### config.mk
export PLATFORM = sky130hd
export DESIGN_NAME = adcrc_ctrl
export DESIGN_NICKNAME = d
export VERILOG_FILES = /design/src/include/adcrc_pkg.sv /design/src/rtl/adcrc_ctrl.sv
export VERILOG_INCLUDE_DIRS = /design/src /design/src/include
export SDC_FILE = /design/constraint.sdc
export NUM_CORES = 1
export LEC_CHECK = 0
export BUFFER_PORTS_ARGS = -buffer_cell sky130_fd_sc_hd__buf_2
export CAP_MARGIN = 20
export CORE_MARGIN = 2
export CORE_UTILIZATION = 53
export CTS_CLUSTER_DIAMETER = 60
export DETAILED_ROUTE_END_ITERATION = 8
export PLACE_DENSITY = 0.79
export SLEW_MARGIN = 20
export SYNTH_ARGS = -nofsm -noshare
export SYNTH_HDL_FRONTEND = slang
export SYNTH_SLANG_ARGS = --single-unit
### constraint.sdc
create_clock -name clk_sys -period 2.06 [get_ports clk_sys]
set_input_delay 0.103 -clock clk_sys [delete_from_list [all_inputs] [get_ports clk_sys]]
set_output_delay 0.103 -clock clk_sys [all_outputs]
set_load 0.01 [all_outputs]
### src/include/adcrc_defines.svh
// Constants for the converter reset and interrupt control block.
`ifndef ADCRC_DEFINES_SVH
`define ADCRC_DEFINES_SVH
`define ADCRC_SC_RESET      8'h00
`define ADCRC_CTRL_RESET    8'h00
`define ADCRC_PE_RESET      8'h00
`define ADCRC_RESULT_RESET  8'h00
`define ADCRC_SAR_RESET     10'h000
`define ADCRC_SC_IE_BIT     6
`define ADCRC_SC_CH_LSB     0
`define ADCRC_SC_CH_MSB     4
`define ADCRC_CTRL_PU_BIT   7
`define ADCRC_CTRL_DJM_BIT  6
`define ADCRC_CTRL_RES8_BIT 5
`define ADCRC_CTRL_SGN_BIT  4
`define ADCRC_SAR_BITS      10
`define ADCRC_SAMPLE_CYC    5'h0E
`define ADCRC_BITCNT_TOP    4'h9
`define ADCRC_CMP_SETTLE    2'h2
`endif

### src/include/adcrc_pkg.sv
// Types for the converter reset and interrupt control block.
package adcrc_pkg;
    typedef enum logic [1:0] {
        ADCRC_IDLE   = 2'b00,
        ADCRC_SAMPLE = 2'b01,
        ADCRC_CONV   = 2'b10
    } adcrc_state_t;
endpackage

### src/rtl/adcrc_ctrl.sv
// Converter control: reset, abort, result capture and conversion-done interrupt.
// Overview of operation
// - System reset returns every register to its reset value and powers converter down.
// - Power-on control bit resets to zero, so converter starts powered down.
// - Reset stops a running conversion, clears done flag and zeroes the SAR.
// - Reset withdraws any pending converter interrupt request.
// - Setting power-on bit leaves all other register contents unchanged.
// - Control register write resets nothing but ends the running conversion.
// - With interrupts enabled, raise request at conversion end with both results valid.
// - Interrupt request stays asserted while the done flag remains set.
// - Any status/control register write clears the done flag.
// - Reading either result register clears the done flag.
// - Status/control write aborts any running conversion and, with the power-on bit set, starts a new one.
// - Pin-enable register write aborts the conversion without starting another.
// - Clearing the power-on bit aborts any conversion in progress.
`include "adcrc_defines.svh"
`timescale 1ns/1ps
`default_nettype none
module adcrc_ctrl
(
    input  wire logic                 clk_sys,
    input  wire logic                 rst,
    input  wire logic                 wr_status_control_reg,
    input  wire logic                 wr_converter_control_reg,
    input  wire logic                 wr_pin_enable_reg,
    input  wire logic [7:0]           wr_data,
    input  wire logic                 rd_result_high_reg,
    input  wire logic                 rd_result_low_reg,
    input  wire logic                 comparator_high,
    output logic [7:0]                status_control_reg,
    output logic [7:0]                converter_control_reg,
    output logic [7:0]                pin_enable_reg,
    output logic [7:0]                result_high_reg,
    output logic [7:0]                result_low_reg,
    output logic                      conversion_done_flag,
    output logic                      conv_irq,
    output logic                      converter_power_on,
    output logic                      sample_enable,
    output logic [9:0]                sar_trial
);
    import adcrc_pkg::*;

    // The comparator is analog-side; it is synchronised before the SAR reads it.
    logic                 cmp_meta;
    logic                 cmp_sync;
    adcrc_state_t         state;
    adcrc_state_t         next_state;
    logic [4:0]           cnt;
    logic [4:0]           next_cnt;
    logic [9:0]           sar;
    logic [9:0]           next_sar;
    logic [9:0]           bitmask;
    logic [9:0]           next_bitmask;

    // Phase within one bit (0 to 2): trial out, first flop, then second flop and decide.
    logic [1:0]           ph;
    logic [1:0]           next_ph;

    logic [7:0]           next_sc;
    logic [7:0]           next_ctrl;
    logic [7:0]           next_pe;
    logic [7:0]           next_rh;
    logic [7:0]           next_rl;
    logic                 next_done;
    logic                 next_irq;
    logic                 next_sample;
    logic                 abort;
    logic                 start;
    logic                 finish;
    logic [9:0]           res;

    always_ff @(posedge clk_sys) begin
        cmp_meta <= comparator_high;
        cmp_sync <= cmp_meta;
    end

    // Register file. Each write is a plain store and touches no other register,
    // so powering up keeps whatever software set before.
    always_comb begin
        next_sc   = status_control_reg;
        next_ctrl = converter_control_reg;
        next_pe   = pin_enable_reg;

        if (wr_status_control_reg) begin
            next_sc = wr_data;
        end

        if (wr_converter_control_reg) begin
            next_ctrl = wr_data;
        end

        if (wr_pin_enable_reg) begin
            next_pe = wr_data;
        end
    end

    always_ff @(posedge clk_sys) begin
        if (rst) begin
            status_control_reg    <= `ADCRC_SC_RESET;
            converter_control_reg <= `ADCRC_CTRL_RESET;
            pin_enable_reg        <= `ADCRC_PE_RESET;
            converter_power_on    <= 1'b0;
        end else begin
            status_control_reg    <= next_sc;
            converter_control_reg <= next_ctrl;
            pin_enable_reg        <= next_pe;
            converter_power_on    <= next_ctrl[`ADCRC_CTRL_PU_BIT];
        end
    end

    // Write decode. Every register write ends the running conversion; only a
    // status write starts one, and a control write in the same cycle vetoes it.
    always_comb begin
        abort = wr_status_control_reg;

        if (wr_pin_enable_reg) begin
            abort = 1'b1;
        end

        if (wr_converter_control_reg) begin
            abort = 1'b1;
        end

        if (wr_converter_control_reg && !wr_data[`ADCRC_CTRL_PU_BIT]) begin
            abort = 1'b1;
        end

        start = wr_status_control_reg && !wr_converter_control_reg;

        // A status write with the converter off is stored but starts nothing.
        if (!converter_control_reg[`ADCRC_CTRL_PU_BIT]) begin
            start = 1'b0;
        end
    end

    // Sequencer. The comparator reaches the SAR through two flops, so each bit
    // holds its trial for three clocks before it is decided. That triples the
    // bit time but keeps a metastable comparator edge away from the SAR.
    always_comb begin
        next_state   = state;
        next_cnt     = cnt;
        next_ph      = ph;
        next_bitmask = bitmask;
        next_sar     = sar;
        finish       = 1'b0;

        unique case (state)
            ADCRC_IDLE: begin
            end

            ADCRC_SAMPLE: begin
                if (cnt == `ADCRC_SAMPLE_CYC) begin
                    next_state   = ADCRC_CONV;
                    next_cnt     = 5'h00;
                    next_ph      = 2'h0;
                    next_bitmask = 10'h200;
                    next_sar     = 10'h200;
                end else begin
                    next_cnt = cnt + 5'h01;
                end
            end

            ADCRC_CONV: begin
                if (ph != `ADCRC_CMP_SETTLE) begin
                    next_ph = ph + 2'h1;
                end else begin
                    next_ph = 2'h0;

                    // Keep the trial bit only if the input is at or above the trial code.
                    if (!cmp_sync) begin
                        next_sar = sar & ~bitmask;
                    end

                    next_bitmask = bitmask >> 1;
                    next_sar     = next_sar | (bitmask >> 1);

                    if (cnt[3:0] == `ADCRC_BITCNT_TOP) begin
                        finish     = 1'b1;
                        next_state = ADCRC_IDLE;
                    end else begin
                        next_cnt = cnt + 5'h01;
                    end
                end
            end

            default: begin
                next_state = ADCRC_IDLE;
            end
        endcase

        // An abort in the last bit cycle wins; the unfinished result is dropped.
        if (abort) begin
            finish       = 1'b0;
            next_state   = ADCRC_IDLE;
            next_cnt     = 5'h00;
            next_ph      = 2'h0;
            next_bitmask = 10'h000;
            next_sar     = `ADCRC_SAR_RESET;
        end

        if (start) begin
            next_state = ADCRC_SAMPLE;
            next_cnt   = 5'h00;
        end

        next_sample = (next_state == ADCRC_SAMPLE);
    end

    always_ff @(posedge clk_sys) begin
        if (rst) begin
            state         <= ADCRC_IDLE;
            cnt           <= 5'h00;
            ph            <= 2'h0;
            bitmask       <= 10'h000;
            sar           <= `ADCRC_SAR_RESET;
            sar_trial     <= `ADCRC_SAR_RESET;
            sample_enable <= 1'b0;
        end else begin
            state         <= next_state;
            cnt           <= next_cnt;
            ph            <= next_ph;
            bitmask       <= next_bitmask;
            sar           <= next_sar;
            sar_trial     <= next_sar;
            sample_enable <= next_sample;
        end
    end

    // Format the finished conversion into the two result bytes. Both bytes are
    // loaded on the same edge as the flag, so the request never sees stale data.
    always_comb begin
        res = next_sar;
        if (converter_control_reg[`ADCRC_CTRL_SGN_BIT] && !converter_control_reg[`ADCRC_CTRL_DJM_BIT]) begin
            res[9] = ~next_sar[9];
        end

        next_rh = result_high_reg;
        next_rl = result_low_reg;

        if (finish) begin
            if (converter_control_reg[`ADCRC_CTRL_RES8_BIT]) begin
                next_rh = res[9:2];
                next_rl = 8'h00;
            end else if (converter_control_reg[`ADCRC_CTRL_DJM_BIT]) begin
                next_rh = {6'h00, res[9:8]};
                next_rl = res[7:0];
            end else begin
                next_rh = res[9:2];
                next_rl = {res[1:0], 6'h00};
            end
        end
    end

    always_ff @(posedge clk_sys) begin
        if (rst) begin
            result_high_reg <= `ADCRC_RESULT_RESET;
            result_low_reg  <= `ADCRC_RESULT_RESET;
        end else begin
            result_high_reg <= next_rh;
            result_low_reg  <= next_rl;
        end
    end

    // Done flag and request. A read in the completing cycle loses to the set,
    // so a fresh result is never missed; a status write always clears, as it aborts.
    always_comb begin
        next_done = conversion_done_flag;

        if (finish) begin
            next_done = 1'b1;
        end

        if ((rd_result_high_reg || rd_result_low_reg) && !finish) begin
            next_done = 1'b0;
        end

        if (wr_status_control_reg) begin
            next_done = 1'b0;
        end

        next_irq = next_done && next_sc[`ADCRC_SC_IE_BIT];
    end

    always_ff @(posedge clk_sys) begin
        if (rst) begin
            conversion_done_flag <= 1'b0;
            conv_irq             <= 1'b0;
        end else begin
            conversion_done_flag <= next_done;
            conv_irq             <= next_irq;
        end
    end
endmodule
`default_nettype wire

==> impl_metrics.csv, run 1 <==
group,metric,value,unit
synth,yosysTopAreaCellShare,49.5,%
timing,hold_viol_final,0,
global_route,grt_pass1_vias,2464,
power,p_leak,1.59,nW
synth,post-synth-top-area-cell,"dfxtp_1",
cts,clockRootBuffer,"clkbuf_8",
cells_and_area,finalNonFillerCells,467,
power,p_clk_share,36.8,%
cells_and_area,drive_above_1_share,27.1,%
global_route,antenna_found_initial,0,
synth,yosysSeqAreaShare,49.5,%
timing,post-route-period-util,95.6,%
worst_setup_path,crit_path_max_fanout,6,
power,irDropWorstVdd,0.487,mV
timing,period_needed,1.97,ns
power,cellPowerDensity,717,nW/µm²
cts,clk_latency,0.35,ns
placed_design,routabilityCongestion,0.889,
placed_design,dp_hpwl,5130,µm
worst_setup_path,setup.worst_path.end_class,"flop",
detailed_routing,dr.pass1.iters,4,
power,power_frac_seq,56.8,%
cts,cts_tree,"done",
timing,fin_tns_setup,0,ns
cells_and_area,reg_top3,"bitmask: 10 flops, sar: 10 flops",
min_path,hold_class,"in2reg",
detailed_routing,vias,2655,
power,power,2.60,mW
synth,synth_cell_types,54,
power,pwr-share-comb,6.3,%
cells_and_area,antennaDiodeCount,0,
floorplan,start_util,54.7,%
worst_setup_path,cp.required,2.31,ns
worst_setup_path,crit_start,"state[1]",
placed_design,dp.cells,452,
detailed_routing,wire_per_inst,15.4,µm
synth,avgSynthCellArea,9.48,µm²
timing,finalSetupViolCount,0,
worst_setup_path,crit_path_start_kind,"flop",
cells_and_area,area_growth,21.1,%
synth,synth-adder-area-share,2.92,%
worst_setup_path,arrival,2.22,ns
cts,clk_pin_slew,0.07,ns
min_path,min-delay-start,"wr_data[1]",
detailed_routing,ant_nets,0,
power,power.internal,1.98,mW
cells_and_area,final_area,3630,µm²
placed_design,place_area,3430,µm²
timing,maxSlewHeadroom,69.1,%
floorplan,ioPinCount,70,
synth,yosys_warnings,0,
floorplan,die_h,79.2,µm
cts,post_cts_buffers,0,
timing,worst_pin_slew,0.458,ns
status,outcome,"finished clean",
global_route,grt_usage,23.7,%
cts,cts_htree_levels,3,
detailed_routing,via_per_inst,5.69,
global_route,grt_overflow_total,0,
synth,syn-cell-area,3000,µm²
detailed_routing,drc,0,
detailed_routing,drt-total-wl,7190,µm
job,drv_cap,0,
synth,syn-num-nets,339,
cts,clockBufferDepth,2,
timing,fmax,508,MHz
synth,synthSimpleGateAreaFrac,19.8,%
power,p_sw_share,23.9,%
worst_setup_path,r2r-start,"state[1]",
synth,synthMuxAreaShare,8.69,%
global_route,grt_max_degree,27,
synth,synth_top_family_by_area,"simple AND/OR/NAND/NOR gates",
timing,grt_setup_unrepaired,"false",
placed_design,portBuffers,69,
synth,synthTopCellsByArea,"dfxtp_1 49%, mux2i_1 8.7%, nor2_1 7.3%",
floorplan,core_area,5470,µm²
synth,synth-compound-area-share,14.3,%
floorplan,fp-row-count,27,
power,switchingPower,622,µW
cts,cts_made_buffers,9,
synth,synth_xor_area_share,1.17,%
timing,skew,0.00791,ns
floorplan,dieArea,6270,µm²
synth,postSynthCellCount,316,
cts,cts_sinks,74,
floorplan,die_x,79.2,µm
cells_and_area,fin_nets,415,
synth,ys_ff_latch,74,
timing,slew_viol_final,0,
global_route,grt_pass1_wl,11600,µm
cells_and_area,fin_util,66.3,%
detailed_routing,drt_iter0_markers,177,
worst_setup_path,crit_type,"reg2reg",
[stage by stage]
| step | hold WS [ns] | setup slack [ns] |
|---|---|---|
| floorplan | 0.131 | 0.209 |
| global placement | 0.210 | 0.166 |
| detailed placement | 0.212 | 0.0845 |
| CTS | 0.0127 | 0.0233 |
| global route | 0.0360 | 0.00439 |
| finish | 0.0166 | 0.0909 |
[final cells by class]
| type | instances | area (µm²) |
|---|---|---|
| Sequential cell | 74 | 1480 |
| Clock inverter | 4 | 20.0 |
| Multi-Input combinational cell | 218 | 1430 |
| Timing Repair Buffer | 81 | 438 |
| Tap cell | 72 | 90.1 |
| Fill cell | 472 | 1840 |
| Inverter | 8 | 30.0 |
| Clock buffer | 10 | 138 |
[logic make-up after synthesis]
group | Yosys count
mux | 26
simple gates | 118
fa+ha+maj | 7
flops | 74
xor+xnor | 4
buf+inv | 24
compound gates | 63
[routing by layer]
layer | global-route usage (%) | up-vias | share of wire (%)
li1 | - | 1272 | -
met1 | 30.2 | 1268 | 44
met2 | 37.6 | 105 | 47
met3 | 6.36 | 10 | 7.9
met4 | 10.9 | 0 | 1.3
met5 | 0 | - | 0
[power by group through the flow]
| stage | Combinational, mW | Sequential, mW | Clock (mW) |
|---|---|---|---|
| finish | 0.165 | 1.48 | 0.958 |
| global route | 0.180 | 1.48 | 1.02 |
| CTS | 0.165 | 1.48 | 0.964 |
| detailed placement | 0.164 | 1.51 | 0 |
| global placement | 0.160 | 1.51 | 0 |
| floorplan | 0.0862 | 1.52 | 0 |
[worst max-delay path, cell delays in order, from the launching register on]
cell and delay [ns]:
dfxtp_1 0.33, inv_1 0.11, ha_2 0.25, inv_1 0.14, and4_1 0.21, or4_4 0.54
o311ai_1 0.28
[cells in the final DEF (no fill, tap or decap), types with 3 or more instances in the layout]
master,Yosys,routed
nor3_1,3,3
o221ai_1,4,4
buf_4,1,11
clkbuf_8,0,10
nor2_1,58,57
ha_1,7,5
dfxtp_1,74,73
a21oi_1,16,16
buf_2,3,69
o21ai_1,2,3
and2_1,3,3
nand3_1,11,11
nand2_1,17,17
o21ai_0,8,7
xor2_1,3,3
a32o_1,5,5
a21o_1,4,4
clkinv_2,0,4
a22oi_1,13,13
inv_1,7,7
mux2i_1,26,26
[cells in the mapped netlist, drive strengths merged]
library cell / n
a211oi: 1
a21o: 4
a21oi: 16
a221o: 1
a22oi: 13
a31oi: 2
a32o: 5
and2: 3
and3: 1
and3b: 1
and4: 2
and4b: 2
buf: 6
clkbuf: 9
clkinv: 1
dfxtp: 74
dlygate4sd1: 1
ha: 7
inv: 7
mux2i: 26
nand2: 17
nand2b: 2
nand3: 11
nand3b: 2
nand4: 3
nand4b: 1
nor2: 58
nor2b: 2
nor3: 4
nor3b: 2
nor4: 1
nor4bb: 1
o211a: 1
o211ai: 1
o21a: 1
o21ai: 11
o21bai: 1
o221ai: 4
o22ai: 1
o311ai: 1
or2b: 2
or3: 2
or4: 1
xnor2: 1
xor2: 3
[path summary, 6_finish.rpt]
| path | to | depth (start not counted) | slack (ns) |
|---|---|---|---|
| setup reg to reg | result_high_reg[7] | 6 | 0.09 |
| hold / removal | status_control_reg[1] | 3 | 0.02 |
| setup / recovery | result_high_reg[7] | 6 | 0.09 |
| hold reg to reg | cmp_sync | 0 | 0.34 |
[what timing repair did]
action | 4_1_cts | 5_1_grt
endpoints found under the hold margin | 1 | 0
gates resized for setup | 0 | 9
endpoints found under the setup margin | 0 | 21
hold buffers | 1 | 0
No activity file was read; power rests on OpenSTA's default activity.
==> run 2: changes to the inputs <==
--- a/config.mk
+++ b/config.mk
@@ -9,10 +9,9 @@
 export BUFFER_PORTS_ARGS = -buffer_cell sky130_fd_sc_hd__buf_2
 export CAP_MARGIN = 20
 export CORE_MARGIN = 2
-export CORE_UTILIZATION = 53
+export CORE_UTILIZATION = 25
 export CTS_CLUSTER_DIAMETER = 60
 export DETAILED_ROUTE_END_ITERATION = 8
-export PLACE_DENSITY = 0.79
 export SLEW_MARGIN = 20
 export SYNTH_ARGS = -nofsm -noshare
 export SYNTH_HDL_FRONTEND = slang
==> impl_metrics.csv, run 2 (synthesis gave the netlist of run 1 again) <==
group,metric,value,unit
timing,hold_viol_final,0,
cts,cts_sinks,74,
global_route,grt_pass1_vias,2602,
timing,period_needed,1.96,ns
detailed_routing,via_per_inst,4.82,
detailed_routing,ant_nets,0,
cts,clk_pin_slew,0.06,ns
worst_setup_path,cp.required,2.31,ns
floorplan,ioPinCount,70,
timing,maxSlewHeadroom,61.1,%
worst_setup_path,setup.worst_path.end_class,"flop",
global_route,grt_max_degree,28,
floorplan,start_util,25.9,%
power,power,3.08,mW
detailed_routing,drt-total-wl,7790,µm
floorplan,die_x,113,µm
placed_design,dp_hpwl,5760,µm
detailed_routing,drt_iter0_markers,184,
worst_setup_path,crit_path_start_kind,"flop",
placed_design,routabilityCongestion,0.819,
job,drv_cap,0,
cells_and_area,final_common_cell,"dfxtp_1",
timing,skew,0.00622,ns
timing,post-route-period-util,95.1,%
worst_setup_path,arrival,2.20,ns
cells_and_area,layout_common_cells,"74 x dfxtp_1, 69 x buf_2, 58 x nor2_1",
cells_and_area,drive_above_1_share,28.2,%
cells_and_area,area_growth,29.1,%
cells_and_area,reg_top3,"bitmask: 10 flops, sar: 10 flops",
cts,clockBufferDepth,2,
detailed_routing,dr.pass1.iters,4,
cts,clk_latency,0.33,ns
cts,cts_tree,"done",
worst_setup_path,crit_type,"reg2reg",
power,irDropWorstVdd,0.469,mV
floorplan,die_h,113,µm
floorplan,fp-row-count,39,
global_route,grt_usage,12.7,%
power,cellPowerDensity,796,nW/µm²
detailed_routing,vias,2620,
timing,worst_pin_slew,0.582,ns
global_route,grt_overflow_total,0,
cts,cts_made_buffers,9,
floorplan,core_area,11600,µm²
worst_setup_path,crit_path_max_fanout,6,
cells_and_area,fin_util,33.4,%
power,p_leak,1.66,nW
placed_design,place_ws,0.107,ns
detailed_routing,drc,0,
timing,fin_ws,0.101,ns
cts,clockRootBuffer,"clkbuf_16",
cts,cts_htree_levels,3,
timing,fmax,511,MHz
floorplan,dieArea,12900,µm²
detailed_routing,wire_per_inst,14.3,µm
global_route,antenna_found_initial,0,
timing,slew_viol_final,0,
cells_and_area,num-fill-cells,1166,
timing,finalSetupViolCount,0,
min_path,hold_class,"in2reg",
cells_and_area,fin_nets,420,
global_route,grt_pass1_wl,13000,µm
status,outcome,"finished clean",
placed_design,portBuffers,69,
cells_and_area,antennaDiodeCount,0,
==> run 2: final timing paths <==
check | start | cells after the start | endpoint | slack (ns)
max | state[1] | 6 | result_high_reg[7] | 0.10
max reg2reg | state[1] | 6 | result_high_reg[7] | 0.10
min | wr_data[2] | 3 | converter_control_reg[2] | 0.03
min reg2reg | cmp_meta | 0 | cmp_sync | 0.32
==> run 2: worst max-delay path: stages (launching register included) <==
cell and delay [ns]:
dfxtp_1 0.34, inv_1 0.11, ha_2 0.25, inv_1 0.14
and4_1 0.21, or4_4 0.55, o311ai_2 0.28
==> run 2: what timing repair did <==
action	in CTS	in global routing
endpoints found under the setup margin	0	18
buffers inserted	0	0
hold endpoints to repair	1	0
hold buffers	1	0
resized for setup	0	7
==> run 2: report_power, final <==
group | internal [mW] | leakage [nW] | switching (mW)
Sequential | 1.46 | 0.602 | 0.0180
Combinational | 0.0723 | 0.924 | 0.0952
Clock | 0.836 | 0.134 | 0.596
Total | 2.37 | 1.66 | 0.710
==> run 2: through the flow <==
step                      cell area (µm²)  hold slack, ns  std cells  TNS (ns)
after CTS                            3840          0.0262        544         0
after detailed placement             3560           0.212        528         0
after global routing                 3870          0.0544        544   -0.0101
final                                3870          0.0316        544         0
after global placement               3560           0.209        528         0
after floorplan                      3000           0.131        316         0
==> run 2: per-layer routing <==
metal  part of all wire [%]  vias to the layer above  track usage (%)
li1                       -                     1287                -
met1                     46                     1258             16.4
met2                     46                       66             19.9
met3                    7.1                        9             3.99
met4                    1.4                        0             5.12
met5                      0                        -                0
==> run 2: cell type report <==
type	instances	area [µm²]	area share, %
multi-input combinational	218	1430	37.0
tap	143	179	4.63
sequential	74	1480	38.3
clock buffer	10	239	6.18
clock inverter	5	31.3	0.809
inverter	8	30.0	0.776
timing repair buffer	86	475	12.3
==> run 3: changes to the inputs <==
--- a/config.mk
+++ b/config.mk
@@ -8,7 +8,7 @@
 export LEC_CHECK = 0
 export BUFFER_PORTS_ARGS = -buffer_cell sky130_fd_sc_hd__buf_2
 export CAP_MARGIN = 20
-export CORE_MARGIN = 2
+export CORE_MARGIN = 5
 export CORE_UTILIZATION = 25
 export CTS_CLUSTER_DIAMETER = 60
 export DETAILED_ROUTE_END_ITERATION = 8
==> constraint.sdc (replaced) <==
create_clock -name clk_sys -period 2.46 [get_ports clk_sys]
set_input_delay 0.123 -clock clk_sys [delete_from_list [all_inputs] [get_ports clk_sys]]
set_output_delay 0.123 -clock clk_sys [all_outputs]
set_load 0.01 [all_outputs]
==> impl_metrics.csv, run 3 (synthesis gave the netlist of run 1 again) <==
group,metric,value,unit
worst_setup_path,r2r_setup_slack,0.34,ns
global_route,antenna_found_initial,0,
floorplan,die_h,119,µm
global_route,grt_max_degree,34,
placed_design,portBuffers,69,
detailed_routing,dr.pass1.iters,4,
worst_setup_path,rr_worst_depth,7,
cts,clk_pin_slew,0.06,ns
cells_and_area,antennaDiodeCount,0,
min_path,min-delay-start,"wr_data[5]",
global_route,grt_pass1_vias,2616,
worst_setup_path,crit_path_start_kind,"flop",
cells_and_area,fin_nets,411,
detailed_routing,drt_iter0_markers,123,
timing,slew_viol_final,0,
power,power.internal,2.09,mW
power,pwr-share-comb,5.1,%
worst_setup_path,cpMaxStageDelayCell,"ha_1",
cts,cts-resized-gates,0,
power,p_clk_share,49.7,%
detailed_routing,ant_nets,0,
cts,cts_htree_levels,3,
timing,finalSetupViolCount,0,
cts,cts_made_buffers,9,
floorplan,fp-row-count,40,
power,p_leak,1.63,nW
worst_setup_path,setup.worst_path.end_class,"flop",
cts,clockBufferDepth,2,
cells_and_area,multiInputGateArea,1400,µm²
timing,worst_pin_slew,0.580,ns
worst_setup_path,arrival,2.37,ns
cells_and_area,reg_top3,"bitmask: 10 flops, sar: 10 flops",
cells_and_area,drive_above_1_share,25.2,%
cts,cts_sinks,74,
timing,fmax,473,MHz
timing,fin_ws,0.344,ns
detailed_routing,drt-total-wl,8080,µm
global_route,grt_overflow_total,0,
min_path,hold_class,"in2reg",
detailed_routing,vias,2563,
worst_setup_path,path_cells,"inv_1, ha_1, nand4_2, buf_4, nor2_1, nand2_1, o21ai_0",
timing,period_needed,2.12,ns
power,power_frac_seq,45.2,%
global_route,grt_pass1_wl,13300,µm
placed_design,routabilityCongestion,0.791,
floorplan,start_util,25.3,%
worst_setup_path,cp_num_buf_inv,2,
worst_setup_path,crit_path_max_fanout,15,
cts,clk_latency,0.34,ns
min_path,holdPathEnd,"converter_control_reg[5]",
global_route,grt_usage,11.6,%
cells_and_area,final_area,3820,µm²
cts,cts_tree,"done",
worst_setup_path,cp.required,2.72,ns
floorplan,ioPinCount,70,
power,p_sw_share,23.7,%
power,cellPowerDensity,717,nW/µm²
detailed_routing,via_per_inst,4.75,
timing,fin_tns_setup,0,ns
status,outcome,"finished clean",
cells_and_area,regArea,1480,µm²
cells_and_area,final_common_cell,"dfxtp_1",
timing,post-route-period-util,86.0,%
worst_setup_path,cp_top_family,"simple AND/OR/NAND/NOR gates",
cells_and_area,num-fill-cells,1209,
power,irDropWorstVdd,0.317,mV
floorplan,core_area,11900,µm²
worst_setup_path,r2r-end,"result_low_reg[2]",
timing,grt_setup_unrepaired,"false",
job,drv_cap,0,
placed_design,place_area,3500,µm²
power,switchingPower,649,µW
min_path,holdPathStages,3,
timing,skew,0.00985,ns
cells_and_area,layout_common_cells,"74 x dfxtp_1, 69 x buf_2, 58 x nor2_1",
placed_design,dp_hpwl,6090,µm
worst_setup_path,slowest_delay,0.49,ns
timing,hold_viol_final,0,
cts,clockRootBuffer,"clkbuf_16",
detailed_routing,drc,0,
timing,maxSlewHeadroom,61.2,%
detailed_routing,wire_per_inst,15.0,µm
floorplan,die_x,119,µm
floorplan,dieArea,14300,µm²
cells_and_area,area_growth,27.4,%
placed_design,place_ws,0.365,ns
worst_setup_path,crit_type,"reg2reg",
worst_setup_path,r2r-start,"state[0]",
==> run 3: cell types whose count changed in the layout (fill, tap and decap cells not counted), moves of 2 or more <==
cell,before,now
buf_4,16,7
clkinv_2,3,0
ha_1,4,7
ha_2,3,0
inv_6,0,2
inv_8,0,2
==> run 3: layer usage <==
layer / part of all wire (%) / track usage [%]
met2: 46 / 18.6
met3: 5.9 / 3.85
met4: 1.3 / 3.72
met5: 0 / 0
met1: 47 / 14.7
==> run 3: cell type report <==
type	instances	share of cell area, %
sequential	74	38.8
clock buffer	9	5.90
tap	147	4.82
clock inverter	7	2.23
multi-input combinational	218	36.8
inverter	8	0.787
timing repair buffer	77	10.7
==> run 3: worst max path at each step <==
| stage | startpoint | end | slack, ns | cells past startpoint |
|---|---|---|---|---|
| floorplan | state[0] | result_low_reg[1] | 0.61 | 7 |
| global placement | state[0] | result_high_reg[7] | 0.47 | 6 |
| detailed placement | state[0] | result_low_reg[2] | 0.36 | 7 |
| CTS | state[0] | result_low_reg[2] | 0.35 | 7 |
| global route | state[0] | result_low_reg[0] | 0.11 | 7 |
| finish | state[0] | result_low_reg[2] | 0.34 | 7 |
==> run 3: power groups by stage <==
stage | Sequential, mW | Combinational (mW) | Clock [mW]
after global routing | 1.24 | 0.154 | 1.45
after global placement | 1.26 | 0.138 | 0
after floorplan | 1.27 | 0.0722 | 0
final | 1.24 | 0.139 | 1.36
after CTS | 1.24 | 0.142 | 1.40
after detailed placement | 1.27 | 0.140 | 0
==> run 3: worst register-to-register path: cells and delay by family (launching register included) <==
kind,cells,cell delay [ns]
buffers and inverters,2,0.36
AOI/OAI and AO/OA,1,0.17
DFF,1,0.34
adders and majority gates,1,0.49
and+or+nand+nor,3,0.68
==> run 3: what timing repair did <==
item,CTS,global route
hold buffers,1,0
setup buffers,0,0
endpoints found under the hold margin,1,0
==> run 3: per-stage QoR <==
step	instances	total power, mW	utilization, %	hold slack [ns]
after floorplan	316	1.35	-	0.151
after global placement	523	1.40	29.5	0.232
after detailed placement	523	1.41	29.5	0.235
after CTS	540	2.78	32.2	0.0443
after global routing	540	2.84	32.2	0.0536
final	540	2.74	32.2	0.0580
